`config.mk`:
```
export PLATFORM = sky130hd
export DESIGN_NAME = rx_event_regs
export DESIGN_NICKNAME = d
export VERILOG_FILES = /design/src/rx_event_regs.v
export VERILOG_INCLUDE_DIRS = /design/src /design/src/src
export SDC_FILE = /design/constraint.sdc
export NUM_CORES = 1
export LEC_CHECK = 0
export ABC_AREA = 1
export BUFFER_PORTS_ARGS = -buffer_cell sky130_fd_sc_hd__buf_2
export CAP_MARGIN = 5
export CORE_MARGIN = 2
export CORE_UTILIZATION = 40
export CTS_CLUSTER_SIZE = 20
export DETAILED_ROUTE_END_ITERATION = 6
export GPL_TIMING_DRIVEN = 0
export PLACE_DENSITY = 0.62
export RECOVER_POWER = 100
export SYNTH_ARGS = -nofsm -noshare
export SYNTH_HDL_FRONTEND = slang
export SYNTH_SLANG_ARGS = --single-unit
```
`constraint.sdc`:
```
create_clock -name clk -period 8.72 [get_ports clk]
set_clock_uncertainty 0.15 [all_clocks]
set_input_delay 0 -clock clk [delete_from_list [all_inputs] [get_ports clk]]
set_output_delay 0 -clock clk [all_outputs]
set_load 0.02 [all_outputs]
```
`src/rx_event_consts.vh`:
```
`ifndef RX_EVENT_CONSTS_VH
`define RX_EVENT_CONSTS_VH
// ----------------------------------------
// register offsets (byte addresses)
// ----------------------------------------
`define OFS_CAUSE        8'h48
`define OFS_MASK         8'h44
`define OFS_HSYNC        8'h50
`define OFS_VSYNC        8'h58
`define OFS_I2C_DIV      8'h60
`define OFS_TIMING_CTRL  8'h70
// ----------------------------------------
// reset values
// ----------------------------------------
`define RST_HSYNC        16'h0F0F
`define RST_VSYNC        16'h003F
`define RST_MASK         32'hFFFFFFFF
`define RST_I2C_DIV      8'h00
`define RST_LINE_ACTIVE  16'h0780
`define RST_LINE_GAP     16'h0040
// ----------------------------------------
// field positions
// ----------------------------------------
`define HS_WIDTH_LSB     0
`define HS_GAP_LSB       8
`define CAUSE_USED       32'hF003FFD7
`define CTRL_REV14_BIT   31
`endif

```
`src/rx_event_regs.v`:
```
`timescale 1ns/10ps
`default_nettype none
`include "rx_event_consts.vh"

module rx_event_regs #(
	parameter LINES_PER_FRAME = 16'd1125
) (
	input  wire        clk,
	input  wire        nrst,
	input  wire [7:0]  avs_address,
	input  wire        avs_read,
	input  wire        avs_write,
	input  wire [31:0] avs_writedata,
	input  wire [3:0]  avs_byteenable,
	output reg  [31:0] avs_readdata,
	output reg         avs_waitrequest,
	input  wire [31:0] cause_events,
	output reg         irq,
	output reg         vid_hsync,
	output reg         vid_vsync,
	output reg  [7:0]  i2c_div_out,
	output reg         i2c_div_valid
);

// ----------------------------------------
// registers
// ----------------------------------------
reg  [31:0] cause_r;
reg  [31:0] mask_r;
reg  [15:0] hsync_r;
reg  [15:0] vsync_r;
reg  [7:0]  i2c_div_r;
reg  [31:0] ctrl_r;
reg         done_r;
wire        req;
wire        rd_cause;
wire        wr_cause;
wire [31:0] be_mask;
reg  [31:0] rdata;

assign req      = (avs_read | avs_write) & ~done_r;
assign rd_cause = req & avs_read & (avs_address == `OFS_CAUSE);
assign wr_cause = req & avs_write & (avs_address == `OFS_CAUSE);
assign be_mask  = {{8{avs_byteenable[3]}}, {8{avs_byteenable[2]}},
	{8{avs_byteenable[1]}}, {8{avs_byteenable[0]}}};

// ----------------------------------------
// bus slave: one wait state, answer on second edge
// ----------------------------------------
// done_r blocks a second take while the master still holds the request
// after the answer, so every access costs at least one idle cycle
// read data stands until the next read is taken
always @(posedge clk or negedge nrst) begin
	if (!nrst) begin
		done_r          <= 1'b0;
		avs_waitrequest <= 1'b1;
		avs_readdata    <= 32'h00000000;
	end else begin
		done_r          <= req;
		avs_waitrequest <= ~req;
		if (req && avs_read)
			avs_readdata <= rdata;
	end
end

// read mux; the registered copy is what the bus sees
always @* begin
	case (avs_address)
		`OFS_CAUSE:       rdata = cause_r & `CAUSE_USED;
		`OFS_MASK:        rdata = mask_r;
		`OFS_HSYNC:       rdata = {16'h0000, hsync_r};
		`OFS_VSYNC:       rdata = {16'h0000, vsync_r};
		`OFS_I2C_DIV:     rdata = {24'h000000, i2c_div_r};
		`OFS_TIMING_CTRL: rdata = ctrl_r;
		default:          rdata = 32'h00000000;
	endcase
end

// ----------------------------------------
// writable registers
// ----------------------------------------
// byte lanes are merged so a partial write keeps the other bytes
// the cause register has no write path here: a write only clears it
always @(posedge clk or negedge nrst) begin
	if (!nrst) begin
		mask_r    <= `RST_MASK;
		hsync_r   <= `RST_HSYNC;
		vsync_r   <= `RST_VSYNC;
		i2c_div_r <= `RST_I2C_DIV;
		ctrl_r    <= {`RST_LINE_GAP, `RST_LINE_ACTIVE};
	end else if (req && avs_write) begin
		case (avs_address)
			`OFS_MASK:        mask_r    <= (mask_r & ~be_mask) | (avs_writedata & be_mask);
			`OFS_HSYNC:       hsync_r   <= (hsync_r & ~be_mask[15:0]) |
				(avs_writedata[15:0] & be_mask[15:0]);
			`OFS_VSYNC:       vsync_r   <= (vsync_r & ~be_mask[15:0]) |
				(avs_writedata[15:0] & be_mask[15:0]);
			`OFS_I2C_DIV:     if (avs_byteenable[0]) i2c_div_r <= avs_writedata[7:0];
			`OFS_TIMING_CTRL: ctrl_r    <= (ctrl_r & ~be_mask) | (avs_writedata & be_mask);
			default:          ;
		endcase
	end
end

// ----------------------------------------
// cause register
// ----------------------------------------
// one sticky flip-flop per cause bit; unused positions stay zero
// whatever the event inputs do, so they always read back as zero
// an event in the clearing cycle survives: set wins over clear
// the clear strobe comes from the take edge of a cause access
localparam [31:0] CAUSE_MAP = `CAUSE_USED;

wire        cause_clr;

assign cause_clr = rd_cause | wr_cause;

// reserved positions are still flip-flops so the vector reads uniformly
genvar gi;
generate
	for (gi = 0; gi < 32; gi = gi + 1) begin : g_cause
		if (CAUSE_MAP[gi]) begin : g_used
			always @(posedge clk or negedge nrst) begin
				if (!nrst)
					cause_r[gi] <= 1'b0;
				else if (cause_events[gi])
					cause_r[gi] <= 1'b1;
				else if (cause_clr)
					cause_r[gi] <= 1'b0;
			end
		end else begin : g_unused
			// no event can reach a reserved position
			always @(posedge clk or negedge nrst) begin
				if (!nrst)
					cause_r[gi] <= 1'b0;
				else
					cause_r[gi] <= 1'b0;
			end
		end
	end
endgenerate

// ----------------------------------------
// interrupt
// ----------------------------------------
// one cycle behind the cause bits; a mask bit of one hides its cause
// registered so the pin never glitches while causes change
// a level, not a pulse, until software reads or writes the cause register
wire [31:0] cause_live;

assign cause_live = cause_r & ~mask_r;

always @(posedge clk or negedge nrst) begin
	if (!nrst)
		irq <= 1'b0;
	else
		irq <= |cause_live;
end

// ----------------------------------------
// fast serial divider hand-off
// ----------------------------------------
// control bit 31 selects revision 1.4 operation; below it the divider
// is still copied out but flagged unusable
always @(posedge clk or negedge nrst) begin
	if (!nrst) begin
		i2c_div_out   <= 8'h00;
		i2c_div_valid <= 1'b0;
	end else begin
		i2c_div_out   <= i2c_div_r;
		i2c_div_valid <= ctrl_r[`CTRL_REV14_BIT];
	end
end

// ----------------------------------------
// timing generator
// ----------------------------------------
// line: active pixels, front gap, sync pulse, back gap
// the back gap field stops at bit 30: bit 31 is the revision select
// each state runs on cnt_r, which restarts at every state change
localparam ST_ACTIVE = 2'd0;
localparam ST_FRONT  = 2'd1;
localparam ST_PULSE  = 2'd2;
localparam ST_BACK   = 2'd3;

reg  [1:0]  state_r;
reg  [15:0] cnt_r;
reg  [15:0] line_r;
reg  [15:0] vcnt_r;
wire [15:0] cnt_inc;
wire [15:0] act_len;
wire [15:0] front_len;
wire [15:0] pulse_len;
wire [15:0] back_len;
wire        line_end;
wire        frame_end;

assign cnt_inc   = cnt_r + 16'd1;
assign act_len   = ctrl_r[15:0];
assign front_len = {8'h00, hsync_r[15:8]};
assign pulse_len = {8'h00, hsync_r[7:0]};
assign back_len  = {1'b0, ctrl_r[30:16]};
// a line ends with its back gap; a frame ends with its last line
assign line_end  = (state_r == ST_BACK) && (cnt_inc >= back_len);
assign frame_end = line_end && (line_r + 16'd1 >= LINES_PER_FRAME);

// fields are read live, so a width written mid-pulse bends that pulse
always @(posedge clk or negedge nrst) begin
	if (!nrst) begin
		state_r   <= ST_ACTIVE;
		cnt_r     <= 16'h0000;
		line_r    <= 16'h0000;
		vid_hsync <= 1'b0;
	end else begin
		case (state_r)
			ST_ACTIVE: begin
				if (cnt_inc >= act_len) begin
					cnt_r <= 16'h0000;
					if (front_len == 16'h0000) begin
						state_r   <= ST_PULSE;
						vid_hsync <= (pulse_len != 16'h0000);
					end else begin
						state_r <= ST_FRONT;
					end
				end else begin
					cnt_r <= cnt_inc;
				end
			end
			ST_FRONT: begin
				if (cnt_inc >= front_len) begin
					cnt_r     <= 16'h0000;
					state_r   <= ST_PULSE;
					vid_hsync <= (pulse_len != 16'h0000);
				end else begin
					cnt_r <= cnt_inc;
				end
			end
			ST_PULSE: begin
				if (cnt_inc >= pulse_len) begin
					cnt_r     <= 16'h0000;
					state_r   <= ST_BACK;
					vid_hsync <= 1'b0;
				end else begin
					cnt_r <= cnt_inc;
				end
			end
			ST_BACK: begin
				if (line_end) begin
					cnt_r   <= 16'h0000;
					state_r <= ST_ACTIVE;
					line_r  <= frame_end ? 16'h0000 : line_r + 16'd1;
				end else begin
					cnt_r <= cnt_inc;
				end
			end
			default: begin
				cnt_r   <= 16'h0000;
				state_r <= ST_ACTIVE;
			end
		endcase
	end
end

// ----------------------------------------
// vertical sync
// ----------------------------------------
// pulse counted in clocks from frame end, independent of line timing
// a new frame end while a pulse runs restarts the count
// a zero length gives no pulse at all
always @(posedge clk or negedge nrst) begin
	if (!nrst) begin
		vcnt_r    <= 16'h0000;
		vid_vsync <= 1'b0;
	end else if (frame_end) begin
		vcnt_r    <= vsync_r;
		vid_vsync <= (vsync_r != 16'h0000);
	end else if (vcnt_r > 16'd1) begin
		vcnt_r <= vcnt_r - 16'd1;
	end else begin
		vcnt_r    <= 16'h0000;
		vid_vsync <= 1'b0;
	end
end

endmodule // rx_event_regs
`default_nettype wire
```
Word-level counts from Yosys, hierarchy flattened. Index checks and enable logic that the tools add are counted.

Input bits: 80. Output and inout port bits: 45. RAM bits: 0. Memories kept: 0. Latch bits: 0. Memory bits (read-only): 0. Register bits after elaboration: 220.

Mux-type cells: 43. Reduce and logical (&&, ||, !) cells: 38. Eq/ne operators: 15. Bitwise logic cells: 23. Order comparisons: 6. Multiply operators: 0. $add $sub $neg: 3. Divide/modulo/power cells: 0. Shifts and indexed selects: 0.

Operators with widths (number): $pmux W32 S6 (1); $and A32 B32 Y32 (4); $mux W16 (7); $not A32 Y32 (2); $or A32 B32 Y32 (2); $pmux W16 S4 (1); $and A16 B16 Y16 (3); $eq A8 B7 Y1 const B (6); $reduce_bool A2 Y1 (20); $add A16 B1 Y16 const B (2); $ge A16 B8 Y1 (2); $or A16 B16 Y16 (2); $reduce_bool A16 Y1 (2); $reduce_or A32 Y1 (1); $mux W1 (27); $ge A16 B11 Y1 const B (1); $ge A16 B15 Y1 (1); $ge A16 B16 Y1 (1); $gt A16 B1 Y1 const B (1); $logic_not A16 Y1 (1); $not A16 Y16 (1); $sub A16 B1 Y16 const B (1); $ne A2 B2 Y1 const B (6); $mux W2 (5); 14 further kinds (28).

Logic depth before layout (Yosys ltp). Gate-level depths: netlist of the first run.

Depth in word-level cells: 7. Mapped depth: 20.

Worst setup path before layout of the first run. OpenSTA, ideal clock, no wires.

Path type: register to register. From: register cnt_r[0]. To: register vcnt_r[14]. Cell stages (with the launch flop): 20. Period minus slack after synthesis: 2751 ps. Slack: 5969 ps. Required time: 8505 ps. Buffers on the path: 1. Library setup time: 65 ps. Data arrival time: 2536 ps. Cells stage by stage: dfrtp_1 > ha_1 > nand2_1 > nor2_2 > nand2_1 > nor2_1 > nand2_1 > nand2_1 > inv_1 > ha_1 > and3_1 > nand4_1 > nor2_4 > nand2_2 > nand2_4 > nand2_4 > nor2_8 > buf_8 > nand2_2 > nand2_1.

Cells in the longest elaborated chain, start to end: 5.

RTL lines: from (decl) (line rx_event_regs.v:187) `reg [15:0] cnt_r;`; from (signal assigned) (line rx_event_regs.v:226) `cnt_r <= cnt_inc;`; from (signal assigned) (line rx_event_regs.v:235) `cnt_r <= cnt_inc;`; from (signal assigned) (line rx_event_regs.v:244) `cnt_r <= cnt_inc;`; $add A16 B1 Y16 (line rx_event_regs.v:198) `assign cnt_inc = cnt_r + 16'd1;`; $ge A16 B15 Y1 (line rx_event_regs.v:204) `assign line_end = (state_r == ST_BACK) && (cnt_inc >= back_len);`; $logic_and A1 B1 Y1 (line rx_event_regs.v:204); $logic_and A1 B1 Y1 (line rx_event_regs.v:205) `assign frame_end = line_end && (line_r + 16'd1 >= LINES_PER_FRAME);`; $mux W16 (line rx_event_regs.v:274) `end else if (frame_end) begin`; to (signal assigned) (line rx_event_regs.v:275) `vcnt_r <= vsync_r;`; to (signal assigned) (line rx_event_regs.v:278) `vcnt_r <= vcnt_r - 16'd1;`; to (decl) (line rx_event_regs.v:189) `reg [15:0] vcnt_r;`.

No other way between the ends. A chain may end at the register's enable or synchronous reset.

Final worst setup path of the first run. Ends and elaborated chain as after synthesis.

==> results.json, run 1 <==
{
  "synth_top_area_cell": "sky130_fd_sc_hd__dfrtp_1",
  "critical_path_peak_fanout": 10,
  "seq_area_frac_synth": 0.481,
  "detailed_place_hpwl_mm": 23.2,
  "final-max-slew-violation-count": 0,
  "cts_buffers": 25,
  "whs_ps": -82.8,
  "unrepaired_setup_endpoints_after_global_routing": "no",
  "setup_slack_ps": 4360,
  "run_status": "finished, violations left",
  "power.density_cell_area_nw_per_um2": 182,
  "route.detailed.vias_per_inst": 4.97,
  "synth_enable_flop_cells": 0,
  "achievable-frequency_mhz": 229,
  "ys_ff_latch": 220,
  "wirelength_mm": 32.0,
  "netlist-cell-type-count": 43,
  "globalRouteTotalUtil": 0.212,
  "hp-class": "in -> async",
  "max_slew.worst_pin.slew_ps": 1060,
  "min_period_over_period": 0.500,
  "design.final.nets": 1774,
  "max_slew_margin": 0.285,
  "worst_ir_drop_vdd_mv": 0.159,
  "postSynthAreaPerCell_um2": 8.16,
  "setup_viol": 0,
  "floorplan.io_pins": 125,
  "final_core_util": 0.493,
  "leakage_component_of_the_power_nw": 6.93,
  "post_route_drc_violation_count": 0,
  "synthArstFlopShare": 1.00,
  "htree_num_levels": 1,
  "placementRows": 62,
  "worstPathArrival_ps": 4670,
  "period_minus_slack_ps": 4360,
  "timing_hold_violations_final": 23,
  "grt_antenna_before_repair": 0,
  "cts_setup_buffers": 0,
  "fp.dieArea_um2": 30300,
  "synth_xor_xnor_area_share": 0.0189,
  "start_util": 0.405,
  "drt_iter0_drc": 817,
  "violations": "negative hold slack",
  "synth_top_area_share": 0.363,
  "post-place-ws_ps": 5330,
  "floorplan.core_area_um2": 28600,
  "first_pass_iteration_count_of_the_detailed_router": 5,
  "antenna_cells": 0,
  "die_width_um": 174,
  "cts_tree": "yes",
  "grt_first_pass_wirelength_mm": 51.8,
  "synth.cell_area_um2": 11600,
  "post_synth_and_or_nand_nor_area_fraction": 0.233,
  "vias_in_the_first_global_route": 9938,
  "cts_num_sinks": 220,
  "netlist_instances": 1420,
  "max_cap_violations": 0,
  "buffer_ports.inserted": 112,
  "combinational_family_with_the_most_area_after_synthesis": "simple AND/OR/NAND/NOR gates",
  "postSynthNetCount": 1557,
  "timing.critical_path.required_ps": 9030,
  "netlist_top_cells_count": "380 x sky130_fd_sc_hd__nand2_1, 210 x sky130_fd_sc_hd__inv_1, 168 x sky130_fd_sc_hd__dfrtp_1",
  "die_height_um": 174,
  "end_kind": "register",
  "drive_gt1_frac": 0.117,
  "cts.path.max_buffers": 3,
  "area_growth_syn_to_layout_pct": 21.8,
  "yosys-mux-area-fraction": 0,
  "clkLatencyLatePin_ps": 520,
  "grt_remaining_overflow": 0,
  "synth_top_cells_by_area": "sky130_fd_sc_hd__dfrtp_1 36%, sky130_fd_sc_hd__nand2_1 12%, sky130_fd_sc_hd__dfstp_2 12%",
  "synthMostInstantiatedCell": "sky130_fd_sc_hd__nand2_1",
  "worst_setup_path_start_kind": "register",
  "grt_start_max_net_pins": 120,
  "post_synth_fa_ha_maj_area_fraction": 0.0616,
  "avgRoutedWirePerCell_um": 15.7,
  "path_clk_slew_ps": 60,
  "ys.flop_type": "sky130_fd_sc_hd__dfrtp_1",
  "synth_warnings": 0,
  "ant_nets": 0,
  "setup-tns-final_ps": 0,
  "ctsRootBufferMaster": "sky130_fd_sc_hd__clkbuf_16",
  "synth-compound-area-share": 0.120,
  "critical_path_class": "reg -> reg",
  "vias": 10100,
  "routabilityCongestion": 0.879
}
## per-layer routing
layer / global-route usage / vias to the layer above / wire, um
li1: - / 4999 / -
met1: 0.300 / 4774 / 14600
met2: 0.339 / 299 / 14500
met3: 0.0300 / 52 / 2010
met4: 0.0655 / 0 / 833
met5: 0 / - / 0
## final cells by class
class / count / area [um^2]
timing repair buffer: 190 / 1310
fill: 2734 / 14500
clock inverter: 11 / 113
sequential: 220 / 5570
multi-input combinational: 950 / 4970
buffer: 36 / 144
clock buffer: 34 / 719
inverter: 214 / 806
tap: 384 / 480
## timing repair
action,CTS,global route
endpoints found under the hold margin,231,0
gates resized for setup,0,0
hold buffers,77,0
## placed cells by master, fill, tap and decap left out, drive strengths merged, types with 2 or more instances in the layout
cell and n:
nand3b 2, dfrtp 168, o221ai 7, a31oi 2, nor4 12, inv 214, o21ai 158, xor2 15
clkinv 6, dfstp 52, nor3 14, clkbuf 116, nand4 22, nand3 60, o21bai 23, nor2 105
xnor2 10, buf 67, dlygate4sd3 77, nand2 402, o22ai 19, bufinv 2, a21oi 28, ha 57
a21o 2, o21a 2, clkinvlp 3, a221oi 6
## worst paths after layout
kind | start | to | slack [ps] | cells past startpoint
worst max register to register | cnt_r[0] | vcnt_r[14] | 4360 | 19
worst max-delay path | cnt_r[0] | vcnt_r[14] | 4360 | 19
worst min-delay path | nrst | vcnt_r[1] | -80 | 2
max in group asynchronous | nrst | cause_r[28] | 7400 | 3
min in group clk | avs_address[7] | register | 40 | 7
worst min register to register | i2c_div_r[3] | i2c_div_out[3] | 260 | 0
## critical path: stages (launching register included)
cell	delay [ps]
sky130_fd_sc_hd__dfrtp_1	610
sky130_fd_sc_hd__ha_1	250
sky130_fd_sc_hd__nand2_1	90
sky130_fd_sc_hd__nor2_1	290
sky130_fd_sc_hd__nand2_1	160
sky130_fd_sc_hd__nor2_1	120
sky130_fd_sc_hd__nand2_1	50
sky130_fd_sc_hd__nand2_1	140
sky130_fd_sc_hd__inv_1	100
sky130_fd_sc_hd__ha_1	300
sky130_fd_sc_hd__and3_1	160
sky130_fd_sc_hd__nand4_1	130
sky130_fd_sc_hd__nor2_4	120
sky130_fd_sc_hd__nand2_1	110
sky130_fd_sc_hd__nand2_1	160
sky130_fd_sc_hd__nand2_1	110
sky130_fd_sc_hd__nor2_1	500
sky130_fd_sc_hd__clkbuf_1	560
sky130_fd_sc_hd__nand2_2	90
sky130_fd_sc_hd__nand2_1	90
## where the power goes
| group | total, mW | internal [mW] | switching, mW |
|---|---|---|---|
| logic | 0.415 | 0.144 | 0.271 |
| clock network | 1.06 | 0.635 | 0.427 |
| registers | 1.09 | 1.06 | 0.0347 |
| total | 2.57 | 1.84 | 0.732 |
## cells by family after synthesis
group / Yosys count
compound gates: 249
flops: 220
fa+ha+maj: 57
buf+inv: 250
simple gates: 619
xor+xnor: 25
## metrics by stage
| step | total power [mW] | cells | cell area [um^2] |
|---|---|---|---|
| 2_1_floorplan | 1.38 | 1420 | 11600 |
| 3_3_place_gp | 1.52 | 1916 | 12600 |
| 3_5_place_dp | 1.53 | 1917 | 12700 |
| 4_1_cts | 2.62 | 2039 | 14300 |
| 5_1_grt | 2.70 | 2039 | 14100 |
| 6_report | 2.57 | 2039 | 14100 |
Note: power is estimated with default switching activity, not from simulation.
==> run 2: changes to the inputs <==
Clock period 8.72 ns to 4.1 ns, I/O delays scaled along.
==> results.json, run 2 (synthesized netlist as in run 1, its figures left out) <==
{
  "max_cap_violations": 1,
  "p_int_mw": 3.94,
  "critical_path.max_stage_delay_ps": 610,
  "cts.path.max_buffers": 3,
  "htree_num_levels": 1,
  "source_of_the_critical_timing_path": "cnt_r[0]",
  "unrepaired_setup_endpoints_after_global_routing": "no",
  "min_period_over_period": 0.887,
  "cts_buffers": 25,
  "clkLatencyLatePin_ps": 520,
  "final_cell_mix": "391 x sky130_fd_sc_hd__nand2_1, 212 x sky130_fd_sc_hd__inv_1, 168 x sky130_fd_sc_hd__dfrtp_1",
  "timing.critical_path.required_ps": 4410,
  "avgRoutedWirePerCell_um": 15.7,
  "groute.layer.met3.usage": 0.0300,
  "post_route_drc_violation_count": 0,
  "floorplan.io_pins": 125,
  "ctsRootBufferMaster": "sky130_fd_sc_hd__clkbuf_16",
  "post-place-ws_ps": 705,
  "route.detailed.vias_per_inst": 4.97,
  "critical_path_peak_fanout": 10,
  "fp.dieArea_um2": 30300,
  "worst-path-buf-inv": 2,
  "hp-class": "in -> reg",
  "p_switching_mw": 1.58,
  "period_minus_slack_ps": 3640,
  "final-max-slew-violation-count": 102,
  "achievable-frequency_mhz": 275,
  "design.final.nets": 1774,
  "design_power_total_mw": 5.52,
  "grt.met1_usage": 0.300,
  "grt_first_pass_wirelength_mm": 51.8,
  "start_util": 0.405,
  "vias": 10100,
  "placement.cell_area_um2": 12700,
  "critical_path_cell_by_cell": "ha_1 > nand2_1 > nor2_1 > nand2_1 > nor2_1 > nand2_1 > nand2_1 > inv_1 > ha_1 > and3_1 > nand4_1 > nor2_4 > nand2_1 > nand2_1 > nand2_4 > nor2_8 > buf_8 > nand2_1 > nand2_1",
  "worstReg2RegStart": "cnt_r[0]",
  "power.combinational.fraction": 0.170,
  "grt_busiest_layer": "met2",
  "cts_num_sinks": 220,
  "grt_remaining_overflow": 0,
  "antenna_cells": 0,
  "buffer_ports.inserted": 112,
  "sequentialPowerShare": 0.421,
  "final_area_um2": 14100,
  "max_slew_margin": -0.784,
  "hold_path_startpoint": "avs_address[7]",
  "groute.layer.met2.usage": 0.339,
  "critical_path_class": "reg -> reg",
  "run_status": "finished, violations left",
  "setup_viol": 0,
  "wirelength_mm": 32.0,
  "drt_iter0_drc": 877,
  "path_clk_slew_ps": 60,
  "critical_path.top_delay_family": "simple AND/OR/NAND/NOR gates",
  "worst_ir_drop_vdd_mv": 0.337,
  "detailed_place_hpwl_mm": 23.2,
  "most_common_cell_after_layout_fill_and_taps_aside": "sky130_fd_sc_hd__nand2_1",
  "grt_antenna_before_repair": 0,
  "worst_setup_path_start_kind": "register",
  "die_width_um": 174,
  "violations": "max-capacitance violations, max-slew violations",
  "timing_hold_violations_final": 0,
  "leakage_component_of_the_power_nw": 6.96,
  "floorplan.core_area_um2": 28600,
  "clock_power_share": 0.409,
  "area_growth_syn_to_layout_pct": 22.1,
  "routabilityCongestion": 0.879,
  "placementRows": 62,
  "critical_path.most_common_cell": "sky130_fd_sc_hd__nand2_1",
  "worstPathArrival_ps": 3950,
  "ant_nets": 0,
  "end_kind": "register",
  "setup_slack_ps": 462,
  "die_height_um": 174,
  "vias_in_the_first_global_route": 9938,
  "globalRouteTotalUtil": 0.212,
  "cts_tree": "yes",
  "slowest_stage": "sky130_fd_sc_hd__dfrtp_1",
  "first_pass_iteration_count_of_the_detailed_router": 7,
  "drive_gt1_frac": 0.116,
  "switching_share": 0.286,
  "power.density_cell_area_nw_per_um2": 390,
  "max_slew.worst_pin.slew_ps": 2680,
  "grt_start_max_net_pins": 120
}
==> run 2: per-stage QoR <==
| stage | cells | utilization | TNS, ps | hold WS, ps |
|---|---|---|---|---|
| 3_5_place_dp | 1917 | 0.442 | 0 | -39.1 |
| 5_1_grt | 2039 | 0.494 | 0 | 70.5 |
| 2_1_floorplan | 1420 | - | 0 | -446 |
| 6_report | 2039 | 0.494 | 0 | 31.5 |
| 3_3_place_gp | 1916 | 0.441 | -168650 | 44.9 |
| 4_1_cts | 2039 | 0.498 | 0 | 13.1 |
==> run 2: layout make-up <==
cell class,count,area (um^2)
inverters,214,806
multi-input cells,950,4990
fillers,2732,14500
clock buffers,34,719
plain buffers,36,170
clock inverters,11,113
flip-flops and latches,220,5570
repair buffers,190,1300
well taps,384,480
==> run 2: routing by layer <==
| layer | vias up | part of all wire |
|---|---|---|
| met5 | - | 0 |
| met4 | 0 | 0.027 |
| met3 | 53 | 0.060 |
| met2 | 298 | 0.45 |
| met1 | 4776 | 0.46 |
| li1 | 4999 | - |
==> run 2: power groups by stage <==
stage	clock, mW	combinational, mW	sequential [mW]
floorplan	0	0.595	2.35
global placement	0	0.872	2.36
detailed placement	0	0.894	2.36
CTS	2.30	0.952	2.32
global route	2.39	1.06	2.33
finish	2.26	0.936	2.33
==> run 2: worst reg2reg max path: cells and delay by family, from the launching register on <==
kind	cells	cell delay, ps
simple gates	15	2000
buf+inv	2	260
fa+ha+maj	2	550
flops	1	610
==> run 2: repair_timing <==
| item | 4_1_cts | 5_1_grt |
|---|---|---|
| gates resized for setup | 0 | 0 |
| hold buffers | 77 | 0 |
| setup buffers | 0 | 0 |
| hold endpoints to repair | 231 | 0 |
==> run 2: path summary, 6_finish.rpt <==
kind                       slack [ps]  cells past startpoint          endpoint
setup / recovery                  460                     19        vcnt_r[14]
hold / removal                     30                      7          register
setup reg to reg                  460                     19        vcnt_r[14]
hold reg to reg                   260                      0    i2c_div_out[3]
max in group asynchronous        1500                      2  avs_readdata[25]
min in group asynchronous         650                      2         vcnt_r[1]
